$ cat src/verilog/ccrs_defines.vh
// constants for the control channel register sync block
// assumes a byte register port and a single 25 mhz system clock
//
// Contract
// - three update registers at 0x5b, 0x3e, 0x4b
// - group values buffered until update register written
// - writing 0x01 starts sending that group
// - success clears update register to 0x00
// - update register reads 0x01 while busy
// - failed transfer reads 0x02
// - idle group accepts host writes
// - receiver status excludes operating mode register (here 0x43 is also the last receiver buffer slot, sent in its frame)
`ifndef CCRS_DEFINES_VH
`define CCRS_DEFINES_VH

// ------------------------------------------------------------
// register offsets
// ------------------------------------------------------------
`define CCRS_ADDR_LINK_STATE 8'h3e
`define CCRS_ADDR_RX_STATE 8'h4b
`define CCRS_ADDR_AUDIO_STATE 8'h5b
`define CCRS_ADDR_AUDIO_FMT 8'h50
`define CCRS_ADDR_LATENCY 8'h51
`define CCRS_ADDR_SAI_CFG 8'h52
`define CCRS_ADDR_LINK_BASE 8'h30
`define CCRS_ADDR_RX_BASE 8'h40
`define CCRS_ADDR_RX_MODE 8'h43
`define CCRS_ADDR_INT_STAT 8'h60
`define CCRS_ADDR_INT_MASK 8'h61

// ------------------------------------------------------------
// status codes and reset values
// ------------------------------------------------------------
`define CCRS_ST_IDLE_OK 8'h00
`define CCRS_ST_BUSY 8'h01
`define CCRS_ST_IDLE_FAIL 8'h02
`define CCRS_RST_DATA 8'h00

// ------------------------------------------------------------
// timing and field positions
// ------------------------------------------------------------
`define CCRS_TIMEOUT_US 1000
`define CCRS_CLK_MHZ 25
`define CCRS_TIMEOUT_CYC (`CCRS_TIMEOUT_US * `CCRS_CLK_MHZ)
`define CCRS_INT_DONE_BIT 0
`define CCRS_INT_FAIL_BIT 1

`endif

$ cat src/verilog/ccrs_buf_mem.v
// small buffer memory holding one register group's pending values
// assumes single clock, synchronous write, registered read
`timescale 1ns/1ps
module ccrs_buf_mem #(
  parameter AW = 3,
  parameter DW = 8
) (
  input wire clk_sys_in, // system clock
  input wire we_in, // write strobe
  input wire [AW-1:0] waddr_in, // write index
  input wire [DW-1:0] wdata_in, // write data
  input wire [AW-1:0] raddr_in, // read index
  output reg [DW-1:0] rdata_out // registered read data
);
  reg [DW-1:0] mem_q [0:(1<<AW)-1];

  // write port and registered read port
  always @(posedge clk_sys_in) begin
    if (we_in) begin
      mem_q[waddr_in] <= wdata_in;
    end
    rdata_out <= mem_q[raddr_in];
  end
endmodule // ccrs_buf_mem

$ cat src/verilog/ccrs_grp_ctl.v
// one update/status register with its transfer handshake
// assumes link side answers each start with done or fail
`timescale 1ns/1ps
`include "ccrs_defines.vh"
module ccrs_grp_ctl #(
  parameter TIMEOUT_CYC = `CCRS_TIMEOUT_CYC
) (
  input wire clk_sys_in, // system clock
  input wire sys_rst_in, // sync reset, active high
  input wire wr_in, // host write to this update register
  input wire [7:0] wdata_in, // host write data
  input wire done_in, // link reports success
  input wire fail_in, // link reports failure
  output reg [7:0] state_out, // update register value
  output reg start_out, // one cycle transfer request
  output reg done_ev_out, // one cycle success event
  output reg fail_ev_out // one cycle failure event
);
  reg [24:0] tmo_q;
  wire busy = (state_out == `CCRS_ST_BUSY);

  // status register: start, success clear, failure mark
  always @(posedge clk_sys_in) begin
    start_out <= 1'b0;
    done_ev_out <= 1'b0;
    fail_ev_out <= 1'b0;
    if (sys_rst_in) begin
      state_out <= `CCRS_ST_IDLE_OK;
      tmo_q <= 25'h0000000;
    end else if (busy) begin
      tmo_q <= tmo_q + 25'h0000001;
      if (done_in) begin
        state_out <= `CCRS_ST_IDLE_OK;
        done_ev_out <= 1'b1;
      end else if (fail_in || tmo_q >= TIMEOUT_CYC[24:0]) begin
        state_out <= `CCRS_ST_IDLE_FAIL;
        fail_ev_out <= 1'b1;
      end
    end else if (wr_in && wdata_in == `CCRS_ST_BUSY) begin
      state_out <= `CCRS_ST_BUSY;
      start_out <= 1'b1;
      tmo_q <= 25'h0000000;
    end
  end
endmodule // ccrs_grp_ctl

$ cat src/verilog/ccrs_top.v
// control channel register sync engine, transmitter side
// assumes a one-cycle strobe register port and one radio link engine
// that serialises frames: it takes a byte on tx_valid and answers each
// group frame with ack or nack.
// a frame is the group id byte followed by the group's buffered bytes in
// index order; several groups may be queued, served lowest id first.
// buffer contents survive a failed transfer, so a new start resends them.
// status reads never touch a buffer, so polling is safe during a frame.
//
// Chosen here: the plain strobed port.
`timescale 1ns/1ps
`include "ccrs_defines.vh"
module ccrs_top #(
  parameter TIMEOUT_CYC = `CCRS_TIMEOUT_CYC,
  parameter LINK_N = 4,
  parameter RX_N = 4
) (
  input wire clk_sys_in, // system clock 25 mhz
  input wire sys_rst_in, // sync reset, active high
  input wire [7:0] reg_addr_in, // register address
  input wire [7:0] reg_wdata_in, // write data
  input wire reg_wr_in, // write strobe
  input wire reg_rd_in, // read strobe
  output reg [7:0] reg_rdata_out, // read data, cycle after strobe
  output reg irq_out, // interrupt, active high level
  output reg tx_valid_out, // frame byte valid
  output reg [7:0] tx_data_out, // frame byte
  output reg tx_first_out, // first byte of frame (group id)
  output reg tx_last_out, // last byte of frame
  input wire tx_ready_in, // link accepts byte
  input wire link_ack_in, // frame delivered
  input wire link_nack_in // frame lost
);
  // ------------------------------------------------------------
  // state encodings and group ids
  // ------------------------------------------------------------
  localparam S_IDLE = 4'b0001;
  localparam S_READ = 4'b0010;
  localparam S_SEND = 4'b0100;
  localparam S_WAIT = 4'b1000;
  localparam G_AUD = 2'd0;
  localparam G_LNK = 2'd1;
  localparam G_RX = 2'd2;

  // ------------------------------------------------------------
  // decode helpers
  // ------------------------------------------------------------
  // true when address a lies in the window base .. base+n-1
  function in_range;
    input [7:0] a;
    input [7:0] base;
    input [7:0] n;
    begin
      in_range = (a >= base) && (a < base + n);
    end
  endfunction

  // number of buffered bytes carried in a frame of group g
  function [2:0] grp_len;
    input [1:0] g;
    begin
      case (g)
        G_AUD: grp_len = 3'd3;
        G_LNK: grp_len = LINK_N[2:0];
        default: grp_len = RX_N[2:0];
      endcase
    end
  endfunction

  // ------------------------------------------------------------
  // update/status registers
  // ------------------------------------------------------------
  wire [7:0] st_aud, st_lnk, st_rx;
  wire [2:0] start, done_ev, fail_ev;
  reg [2:0] ack_q, nack_q;
  // a write to a status address reaches only its own group
  wire wr_aud = reg_wr_in && reg_addr_in == `CCRS_ADDR_AUDIO_STATE;
  wire wr_lnk = reg_wr_in && reg_addr_in == `CCRS_ADDR_LINK_STATE;
  wire wr_rx = reg_wr_in && reg_addr_in == `CCRS_ADDR_RX_STATE;

  // three update registers, one per group
  // each keeps its own answer timeout, counted from its start, so a group
  // queued behind another spends part of its allowance waiting for the
  // link; the timeout has to cover the longest queue
  ccrs_grp_ctl #(.TIMEOUT_CYC(TIMEOUT_CYC)) u_aud (
    .clk_sys_in(clk_sys_in),
    .sys_rst_in(sys_rst_in),
    .wr_in(wr_aud),
    .wdata_in(reg_wdata_in),
    .done_in(ack_q[0]),
    .fail_in(nack_q[0]),
    .state_out(st_aud),
    .start_out(start[0]),
    .done_ev_out(done_ev[0]),
    .fail_ev_out(fail_ev[0])
  );
  ccrs_grp_ctl #(.TIMEOUT_CYC(TIMEOUT_CYC)) u_lnk (
    .clk_sys_in(clk_sys_in),
    .sys_rst_in(sys_rst_in),
    .wr_in(wr_lnk),
    .wdata_in(reg_wdata_in),
    .done_in(ack_q[1]),
    .fail_in(nack_q[1]),
    .state_out(st_lnk),
    .start_out(start[1]),
    .done_ev_out(done_ev[1]),
    .fail_ev_out(fail_ev[1])
  );
  ccrs_grp_ctl #(.TIMEOUT_CYC(TIMEOUT_CYC)) u_rx (
    .clk_sys_in(clk_sys_in),
    .sys_rst_in(sys_rst_in),
    .wr_in(wr_rx),
    .wdata_in(reg_wdata_in),
    .done_in(ack_q[2]),
    .fail_in(nack_q[2]),
    .state_out(st_rx),
    .start_out(start[2]),
    .done_ev_out(done_ev[2]),
    .fail_ev_out(fail_ev[2])
  );

  wire bsy_aud = (st_aud == `CCRS_ST_BUSY);
  wire bsy_lnk = (st_lnk == `CCRS_ST_BUSY);
  wire bsy_rx = (st_rx == `CCRS_ST_BUSY);
  // busy flags indexed by group id
  wire [2:0] bsy_v = {bsy_rx, bsy_lnk, bsy_aud};

  // ------------------------------------------------------------
  // group buffers: writes land only while the group is idle
  // ------------------------------------------------------------
  // address windows of the three buffers and the mode register
  wire hit_aud = in_range(reg_addr_in, `CCRS_ADDR_AUDIO_FMT, 8'd3);
  wire hit_lnk = in_range(reg_addr_in, `CCRS_ADDR_LINK_BASE, LINK_N[7:0]);
  wire hit_rx = in_range(reg_addr_in, `CCRS_ADDR_RX_BASE, RX_N[7:0]);
  wire hit_mode = (reg_addr_in == `CCRS_ADDR_RX_MODE);
  wire [7:0] off_aud = reg_addr_in - `CCRS_ADDR_AUDIO_FMT;
  wire [7:0] off_lnk = reg_addr_in - `CCRS_ADDR_LINK_BASE;
  wire [7:0] off_rx = reg_addr_in - `CCRS_ADDR_RX_BASE;
  // buffer write enables, held off while busy
  wire we_aud = reg_wr_in && hit_aud && !bsy_aud;
  wire we_lnk = reg_wr_in && hit_lnk && !bsy_lnk;
  wire we_rx = reg_wr_in && hit_rx && !bsy_rx;

  // frame sender state and the buffer index it reads
  reg [3:0] fsm_q;
  reg [1:0] grp_q;
  reg [2:0] idx_q;
  reg [7:0] rx_mode_q;
  reg [2:0] ridx;
  wire [7:0] rd_aud, rd_lnk, rd_rx;
  // a host read moves only the index of the buffer that it hits, so
  // polling a status register never disturbs a frame being read out;
  // reading a busy group's buffer is the host's own fault
  wire [2:0] rsel_aud = (reg_rd_in && hit_aud) ? off_aud[2:0] : ridx;
  wire [2:0] rsel_lnk = (reg_rd_in && hit_lnk) ? off_lnk[2:0] : ridx;
  wire [2:0] rsel_rx = (reg_rd_in && hit_rx) ? off_rx[2:0] : ridx;

  ccrs_buf_mem #(.AW(3), .DW(8)) u_mem_aud (
    .clk_sys_in(clk_sys_in),
    .we_in(we_aud),
    .waddr_in(off_aud[2:0]),
    .wdata_in(reg_wdata_in),
    .raddr_in(rsel_aud),
    .rdata_out(rd_aud)
  );
  ccrs_buf_mem #(.AW(3), .DW(8)) u_mem_lnk (
    .clk_sys_in(clk_sys_in),
    .we_in(we_lnk),
    .waddr_in(off_lnk[2:0]),
    .wdata_in(reg_wdata_in),
    .raddr_in(rsel_lnk),
    .rdata_out(rd_lnk)
  );
  ccrs_buf_mem #(.AW(3), .DW(8)) u_mem_rx (
    .clk_sys_in(clk_sys_in),
    .we_in(we_rx),
    .waddr_in(off_rx[2:0]),
    .wdata_in(reg_wdata_in),
    .raddr_in(rsel_rx),
    .rdata_out(rd_rx)
  );

  // operating mode keeps its own register, yet its byte also goes out in the receiver group frame
  // its address shares the last receiver buffer slot; a read returns the
  // buffer byte, which the same write fills only while the receiver group is idle
  always @(posedge clk_sys_in) begin
    if (sys_rst_in) begin
      rx_mode_q <= `CCRS_RST_DATA;
    end else if (reg_wr_in && hit_mode) begin
      rx_mode_q <= reg_wdata_in;
    end
  end

  // ------------------------------------------------------------
  // frame sender: one group at a time, lowest group first
  // ------------------------------------------------------------
  // the id byte goes out while the first buffer byte is read, and each
  // later byte spends one READ cycle on the registered memory output
  reg [2:0] pend_q;
  wire [2:0] pend_d = (pend_q | start);
  // read index steps ahead on the edge that takes a data byte, so that the
  // registered memory output holds the next byte during the READ cycle
  always @* begin
    ridx = idx_q;
    if (fsm_q == S_SEND && tx_ready_in && !tx_first_out) begin
      ridx = idx_q + 3'd1;
    end
  end

  // pending requests, serialised over the single link
  always @(posedge clk_sys_in) begin
    if (sys_rst_in) begin
      fsm_q <= S_IDLE;
      grp_q <= G_AUD;
      idx_q <= 3'd0;
      pend_q <= 3'b000;
      ack_q <= 3'b000;
      nack_q <= 3'b000;
      tx_valid_out <= 1'b0;
      tx_data_out <= 8'h00;
      tx_first_out <= 1'b0;
      tx_last_out <= 1'b0;
    end else begin
      pend_q <= pend_d;
      ack_q <= 3'b000;
      nack_q <= 3'b000;
      case (fsm_q)
        S_IDLE: begin
          // pick the lowest pending group and open its frame
          if (pend_d != 3'b000) begin
            grp_q <= pend_d[0] ? G_AUD : (pend_d[1] ? G_LNK : G_RX);
            tx_valid_out <= 1'b1; // group id byte leads frame
            tx_first_out <= 1'b1;
            tx_last_out <= 1'b0;
            tx_data_out <= pend_d[0] ? 8'h00 : (pend_d[1] ? 8'h01 : 8'h02);
            idx_q <= 3'd0;
            fsm_q <= S_SEND;
          end
        end
        S_READ: begin
          fsm_q <= S_SEND; // memory read latency
          tx_valid_out <= 1'b1;
          tx_first_out <= 1'b0;
          tx_last_out <= (idx_q == grp_len(grp_q) - 3'd1);
          tx_data_out <= (grp_q == G_AUD) ? rd_aud :
                         (grp_q == G_LNK) ? rd_lnk : rd_rx;
        end
        S_SEND: begin
          // hold the byte until the link takes it
          if (tx_ready_in) begin
            tx_valid_out <= 1'b0;
            if (tx_last_out) begin
              fsm_q <= S_WAIT;
            end else begin
              if (!tx_first_out) begin
                idx_q <= idx_q + 3'd1;
              end
              fsm_q <= S_READ;
            end
          end
        end
        S_WAIT: begin
          // one answer pulse closes the frame for its group
          if (link_ack_in || link_nack_in) begin
            ack_q[grp_q] <= link_ack_in;
            nack_q[grp_q] <= !link_ack_in;
            pend_q[grp_q] <= 1'b0;
            fsm_q <= S_IDLE;
          end else if (!bsy_v[grp_q]) begin
            // no answer before the group timed out: free the link
            pend_q[grp_q] <= 1'b0;
            fsm_q <= S_IDLE;
          end
        end
        default: fsm_q <= S_IDLE;
      endcase
    end
  end

  // ------------------------------------------------------------
  // interrupts: sticky status, clear on read, set wins
  // ------------------------------------------------------------
  // bit 0 marks a good transfer and bit 1 a failed one, from any group;
  // the interrupt level is worked out from the next status value, so it
  // never lags the status register by a cycle
  reg [1:0] int_stat_q, int_mask_q;
  wire [1:0] int_set = {|fail_ev, |done_ev};
  wire rd_stat = reg_rd_in && reg_addr_in == `CCRS_ADDR_INT_STAT;
  always @(posedge clk_sys_in) begin
    if (sys_rst_in) begin
      int_stat_q <= 2'b00;
      int_mask_q <= 2'b00;
      irq_out <= 1'b0;
    end else begin
      int_stat_q <= (rd_stat ? 2'b00 : int_stat_q) | int_set;
      if (reg_wr_in && reg_addr_in == `CCRS_ADDR_INT_MASK) begin
        int_mask_q <= reg_wdata_in[1:0];
      end
      irq_out <= |(((rd_stat ? 2'b00 : int_stat_q) | int_set) &
                   int_mask_q);
    end
  end

  // ------------------------------------------------------------
  // read data, one cycle after the strobe
  // ------------------------------------------------------------
  // read data is zero outside the answer cycle, so a stray sample by the
  // host never picks up a stale value
  reg [2:0] rsrc_q;
  reg [7:0] rhold_q;
  always @(posedge clk_sys_in) begin
    if (sys_rst_in) begin
      rsrc_q <= 3'd0;
      rhold_q <= 8'h00;
    end else begin
      rsrc_q <= 3'd0;
      rhold_q <= 8'h00;
      if (reg_rd_in) begin
        // buffer bytes come from the memories, all else from the hold
        if (hit_aud) begin
          rsrc_q <= 3'd1;
        end else if (hit_lnk) begin
          rsrc_q <= 3'd2;
        end else if (hit_rx) begin
          rsrc_q <= 3'd3;
        end
        case (reg_addr_in)
          `CCRS_ADDR_AUDIO_STATE: rhold_q <= st_aud;
          `CCRS_ADDR_LINK_STATE: rhold_q <= st_lnk;
          `CCRS_ADDR_RX_STATE: rhold_q <= st_rx;
          `CCRS_ADDR_RX_MODE: rhold_q <= rx_mode_q;
          `CCRS_ADDR_INT_STAT: rhold_q <= {6'h00, int_stat_q};
          `CCRS_ADDR_INT_MASK: rhold_q <= {6'h00, int_mask_q};
          default: rhold_q <= 8'h00;
        endcase
      end
    end
  end

  // memory read data is already registered; pick the source
  always @* begin
    case (rsrc_q)
      3'd1: reg_rdata_out = rd_aud;
      3'd2: reg_rdata_out = rd_lnk;
      3'd3: reg_rdata_out = rd_rx;
      default: reg_rdata_out = rhold_q;
    endcase
  end
endmodule // ccrs_top

$ cat config.mk
export PLATFORM = sky130hd
export DESIGN_NAME = ccrs_top
export DESIGN_NICKNAME = d
export VERILOG_FILES = /design/src/verilog/ccrs_buf_mem.v /design/src/verilog/ccrs_grp_ctl.v /design/src/verilog/ccrs_top.v
export VERILOG_INCLUDE_DIRS = /design/src /design/src/verilog
export SDC_FILE = /design/constraint.sdc
export NUM_CORES = 1
export LEC_CHECK = 0
export ABC_AREA = 1
export BUFFER_PORTS_ARGS = -buffer_cell sky130_fd_sc_hd__buf_4
export CELL_PAD_IN_SITES_DETAIL_PLACEMENT = 1
export CELL_PAD_IN_SITES_GLOBAL_PLACEMENT = 1
export CORE_MARGIN = 2
export CORE_UTILIZATION = 43
export DETAILED_ROUTE_END_ITERATION = 10
export PLACE_DENSITY_LB_ADDON = 0.1
export SLEW_MARGIN = 20
export SYNTH_ARGS = -nofsm -noshare
export SYNTH_HDL_FRONTEND = slang
export SYNTH_SLANG_ARGS = --single-unit
$ cat constraint.sdc
create_clock -name clk_sys_in -period 1.6 [get_ports clk_sys_in]
set_input_delay 0.08 -clock clk_sys_in [delete_from_list [all_inputs] [get_ports clk_sys_in]]
set_output_delay 0.08 -clock clk_sys_in [all_outputs]
set_load 0.1 [all_outputs]
==> summary.txt <==
Run status
  – Outcome: finished with violations
  – Failing checks: negative setup slack

Place
  – Final Wtd Congestion: 0.834
  – Post-DP HPWL: 37.2 mm
  – Dpl cells: 2826
  – IO buf count: 42
  – Placed instance area: 0.0194 mm²

Die
  – Core box area: 0.0386 mm²
  – Initial Util: 43.6%
  – Die span in x: 202 µm
  – Row count: 72
  – Die ar.: 0.0408 mm²
  – Die height: 202 µm
  – IO Count: 43

Yosys
  – Complex-gate fraction of the synthesized area: 6.36%
  – EDFF count, synth: 192
  – Cells after Synth: 2063
  – Syn Area/Cell: 8.17 µm²
  – Seq cells post-synth: 358
  – Main synth FF type: edfxtp_1
  – Register area share after synthesis: 53.9%
  – Netlist Area Pre-Place: 0.0169 mm²
  – Simple-gate area share of the yosys netlist: 29.2%
  – Async SR Flop Fraction: 0%
  – Synth Area in Adders: 0.520%
  – Largest family of logic cells by synthesized area: simple AND/OR/NAND/NOR gates
  – Library cells used by synthesis: 50
  – Proportion of synthesized area in mux cells: 0%
  – Yosys Warn Count: 0
  – Xor and xnor area share after synthesis: 0.156%

STA
  – Final setup viols: 50
  – Tightest Pin Transition: 569 ps
  – Worst Skew: 24.9 ps
  – RSZ-0062 raised after global routing: true
  – Rel. slew slack: 62.0%
  – Fin. Hold Viols: 0
  – Final Critical Period: 1960 ps
  – Slew Viols, Final: 0
  – Worst setup slack after layout: -357 ps
  – Crit share post-route: 122%
  – Fmax: 511 MHz

Worst setup path
  – CP Class: flop to flop
  – Crit path capture type: flop
  – Reg2reg end: u_mem_rx.rdata_out[6]
  – Worst Setup Start Kind: flop
  – Worst EP required: 2050 ps
  – Setup slack, reg-to-reg: -360 ps
  – Crit path arrival time: 2410 ps
  – Crit Path Max Fanout: 6
  – Worst Reg-to-Reg Cells: 13
  – Reg-to-reg startpoint: fsm_q[1]

Drt
  – Routed WL per cell: 21.3 µm
  – Initial DRC Count: 1003
  – Post-route ant nets: 0
  – Total Wirelength: 63.3 mm
  – First-pass detailed-route iteration total: 5
  – Post-DR vias/cell: 5.38
  – Vias: 16000
  – Drc violations: 0

Pwr
  – Max IR drop VDD: 0.000892 V
  – PD cells: 862 mW/mm²
  – P_leak: 0.0101 µW

Layout
  – Layout area overhead: 40.6%
  – Ant. Diodes: 0
  – Share of layout cells above drive strength 1: 30.1%
  – Post-route cell area: 0.0237 mm²
  – Nets@finish: 2449
  – Non-Filler Instances: 2971

Hold path
  – Worst hold path cell count: 2
  – Worst Hold Endpoint: u_mem_rx.mem_q[7][3]
  – Worst hold path class: input port to flop
  – Hold Crit Start: reg_wdata_in[3]

CTS
  – Worst-skew pair later-pin latency: 590 ps
  – Clock Tree Buf Depth: 3
  – Clk slew on worst S/H paths: 60 ps
  – CTS tree: yes
  – H-tree levels: 2
  – TritonCTS buffer count: 42
  – CTS Sinks: 358
  – Root Buffer Master: clkbuf_16

GRT
  – Number of global-route vias before repair: 16800
  – Initial antenna violation count: 1
  – GRT Resource Usage Total: 28.2%
  – First-pass GRT wire length: 89.7 mm
  – GRT overflow: 0
  – Largest net degree at the start of global routing: 49

Job
  – Max_cap viols: 0
[placed cells by master, fill, tap and decap left out, drive strengths merged, types with 3 or more instances in the layout]
cell	netlist	final
nand4	36	36
o21ai	63	63
ha	7	7
a31oi	7	7
nor3	44	44
a21oi	88	88
or2	4	4
nand3	323	323
and3	4	4
clkbuf	24	57
clkinvlp	0	3
nor4	5	5
dfxtp	166	166
nand3b	3	3
conb	1	104
nor2	118	118
dlygate4sd3	0	7
nand2	544	545
clkinv	5	25
o211ai	7	7
edfxtp	192	192
nor3b	4	4
inv	351	350
a211oi	11	11
o2111ai	5	5
buf	36	258
[power by group]
group / leakage (µW) / total, µW / switching (µW) / internal, µW
Sequential: 0.00317 / 9980 / 77.1 / 9900
Clock: 0.000663 / 9570 / 4040 / 5530
Combinational: 0.00622 / 871 / 608 / 263
Total: 0.0101 / 20400 / 4730 / 15700
[critical path, cell delays in order, from the launching register on]
cell and delay (ps):
dfxtp_2 350, inv_2 100, nand2_4 60, nor2_4 120
nand4_1 180, buf_4 200, nand3_4 180, buf_12 140
buf_12 140, nand3_4 70, nand3_2 60, nand2_1 60
nand2_1 90, nand2_1 90
[cells in the mapped netlist, drive strengths merged (3+ instances only)]
| cell type | number | area [µm²] |
|---|---|---|
| a31oi | 7 | 43.8 |
| nor4 | 5 | 31.3 |
| edfxtp | 192 | 5770 |
| clkinv | 5 | 23.8 |
| buf | 36 | 214 |
| and3 | 4 | 25.0 |
| ha | 7 | 87.6 |
| a21oi | 88 | 440 |
| nor3 | 44 | 268 |
| o211ai | 7 | 52.6 |
| clkbuf | 24 | 90.1 |
| nand3 | 323 | 1660 |
| nor3b | 4 | 35.0 |
| a211oi | 11 | 82.6 |
| nand4 | 36 | 240 |
| o2111ai | 5 | 43.8 |
| nand3b | 3 | 22.5 |
| nand2 | 544 | 2120 |
| inv | 351 | 1320 |
| dfxtp | 166 | 3320 |
| nor2 | 118 | 503 |
| o21ai | 63 | 315 |
| or2 | 4 | 25.0 |
[routing by layer]
| metal | share of wire, % | vias to the layer above | wire length (µm) | GRT usage (%) |
|---|---|---|---|---|
| met5 | 0.022 | - | 14 | 0 |
| met4 | 5.2 | 2 | 3320 | 15.1 |
| met3 | 4.7 | 190 | 2990 | 4.56 |
| met2 | 51 | 490 | 32200 | 50.0 |
| met1 | 39 | 7902 | 24900 | 32.7 |
| li1 | - | 7386 | - | - |
[timing repair]
item                                   in CTS  in global routing
gates cloned                               12                  4
setup buffers                              29                 22
hold buffers                                7                  0
resized for setup                         219                299
setup endpoints to repair                  84                167
pin swaps                                 115                127
endpoints found under the hold margin      32                  0
[state kept, by name, indices dropped and copies added (netlist names), 3 cells and up]
name	cells
u_mem_lnk.rdata_out	8
u_mem_lnk.mem_q	64
nack_q	3
pend_q	3
idx_q	3
u_lnk.tmo_q	25
rhold_q	8
u_mem_aud.rdata_out	8
u_aud.tmo_q	25
u_mem_rx.mem_q	64
u_mem_aud.mem_q	64
u_rx.tmo_q	25
ack_q	3
u_mem_rx.rdata_out	8
tx_data_out	8
fsm_q	4
rx_mode_q	8
[cells by family (layout without fill, tap and decap cells)]
family	count (synthesis)	in the layout
AO/OA/AOI/OAI	193	193
XOR/XNOR	3	3
adder cells (fa/ha/maj)	7	7
buffers and inverters	416	702
flip-flops	358	358
other	1	104
AND/OR/NAND/NOR	1085	1086
[how the worst max path moves through the flow]
stage | start | to | depth (start not counted)
CTS | rsrc_q[1] | reg_rdata_out[1] | 6
detailed placement | fsm_q[0] | u_mem_rx.rdata_out[7] | 11
global route | fsm_q[1] | u_mem_rx.rdata_out[6] | 13
global placement | fsm_q[2] | u_mem_rx.rdata_out[4] | 11
finish | fsm_q[1] | u_mem_rx.rdata_out[6] | 13
floorplan | rsrc_q[1] | reg_rdata_out[2] | 2
[cell type report]
| type | count | area, µm² |
|---|---|---|
| fillers | 4430 | 15000 |
| flip-flops and latches | 358 | 9140 |
| multi-input cells | 1393 | 8400 |
| repair buffers | 268 | 2780 |
| inverters | 356 | 1360 |
| clock buffers | 54 | 1180 |
| well taps | 518 | 648 |
| clock inverters | 24 | 183 |
[through the flow]
step                power (µW)  hold WS, ps  setup WS (ps)  utilization, %  setup TNS (ps)
floorplan                10500          179           -496               -           -2920
global placement         10900          413           -139            50.2           -2130
detailed placement       10900          418           -258            50.2           -7190
CTS                      20400         19.9           -232            57.9           -5310
global route             21000         50.3           -448            61.3          -14760
finish                   20400         49.0           -357            61.3           -8930
Note: power is estimated with default switching activity, not from simulation.
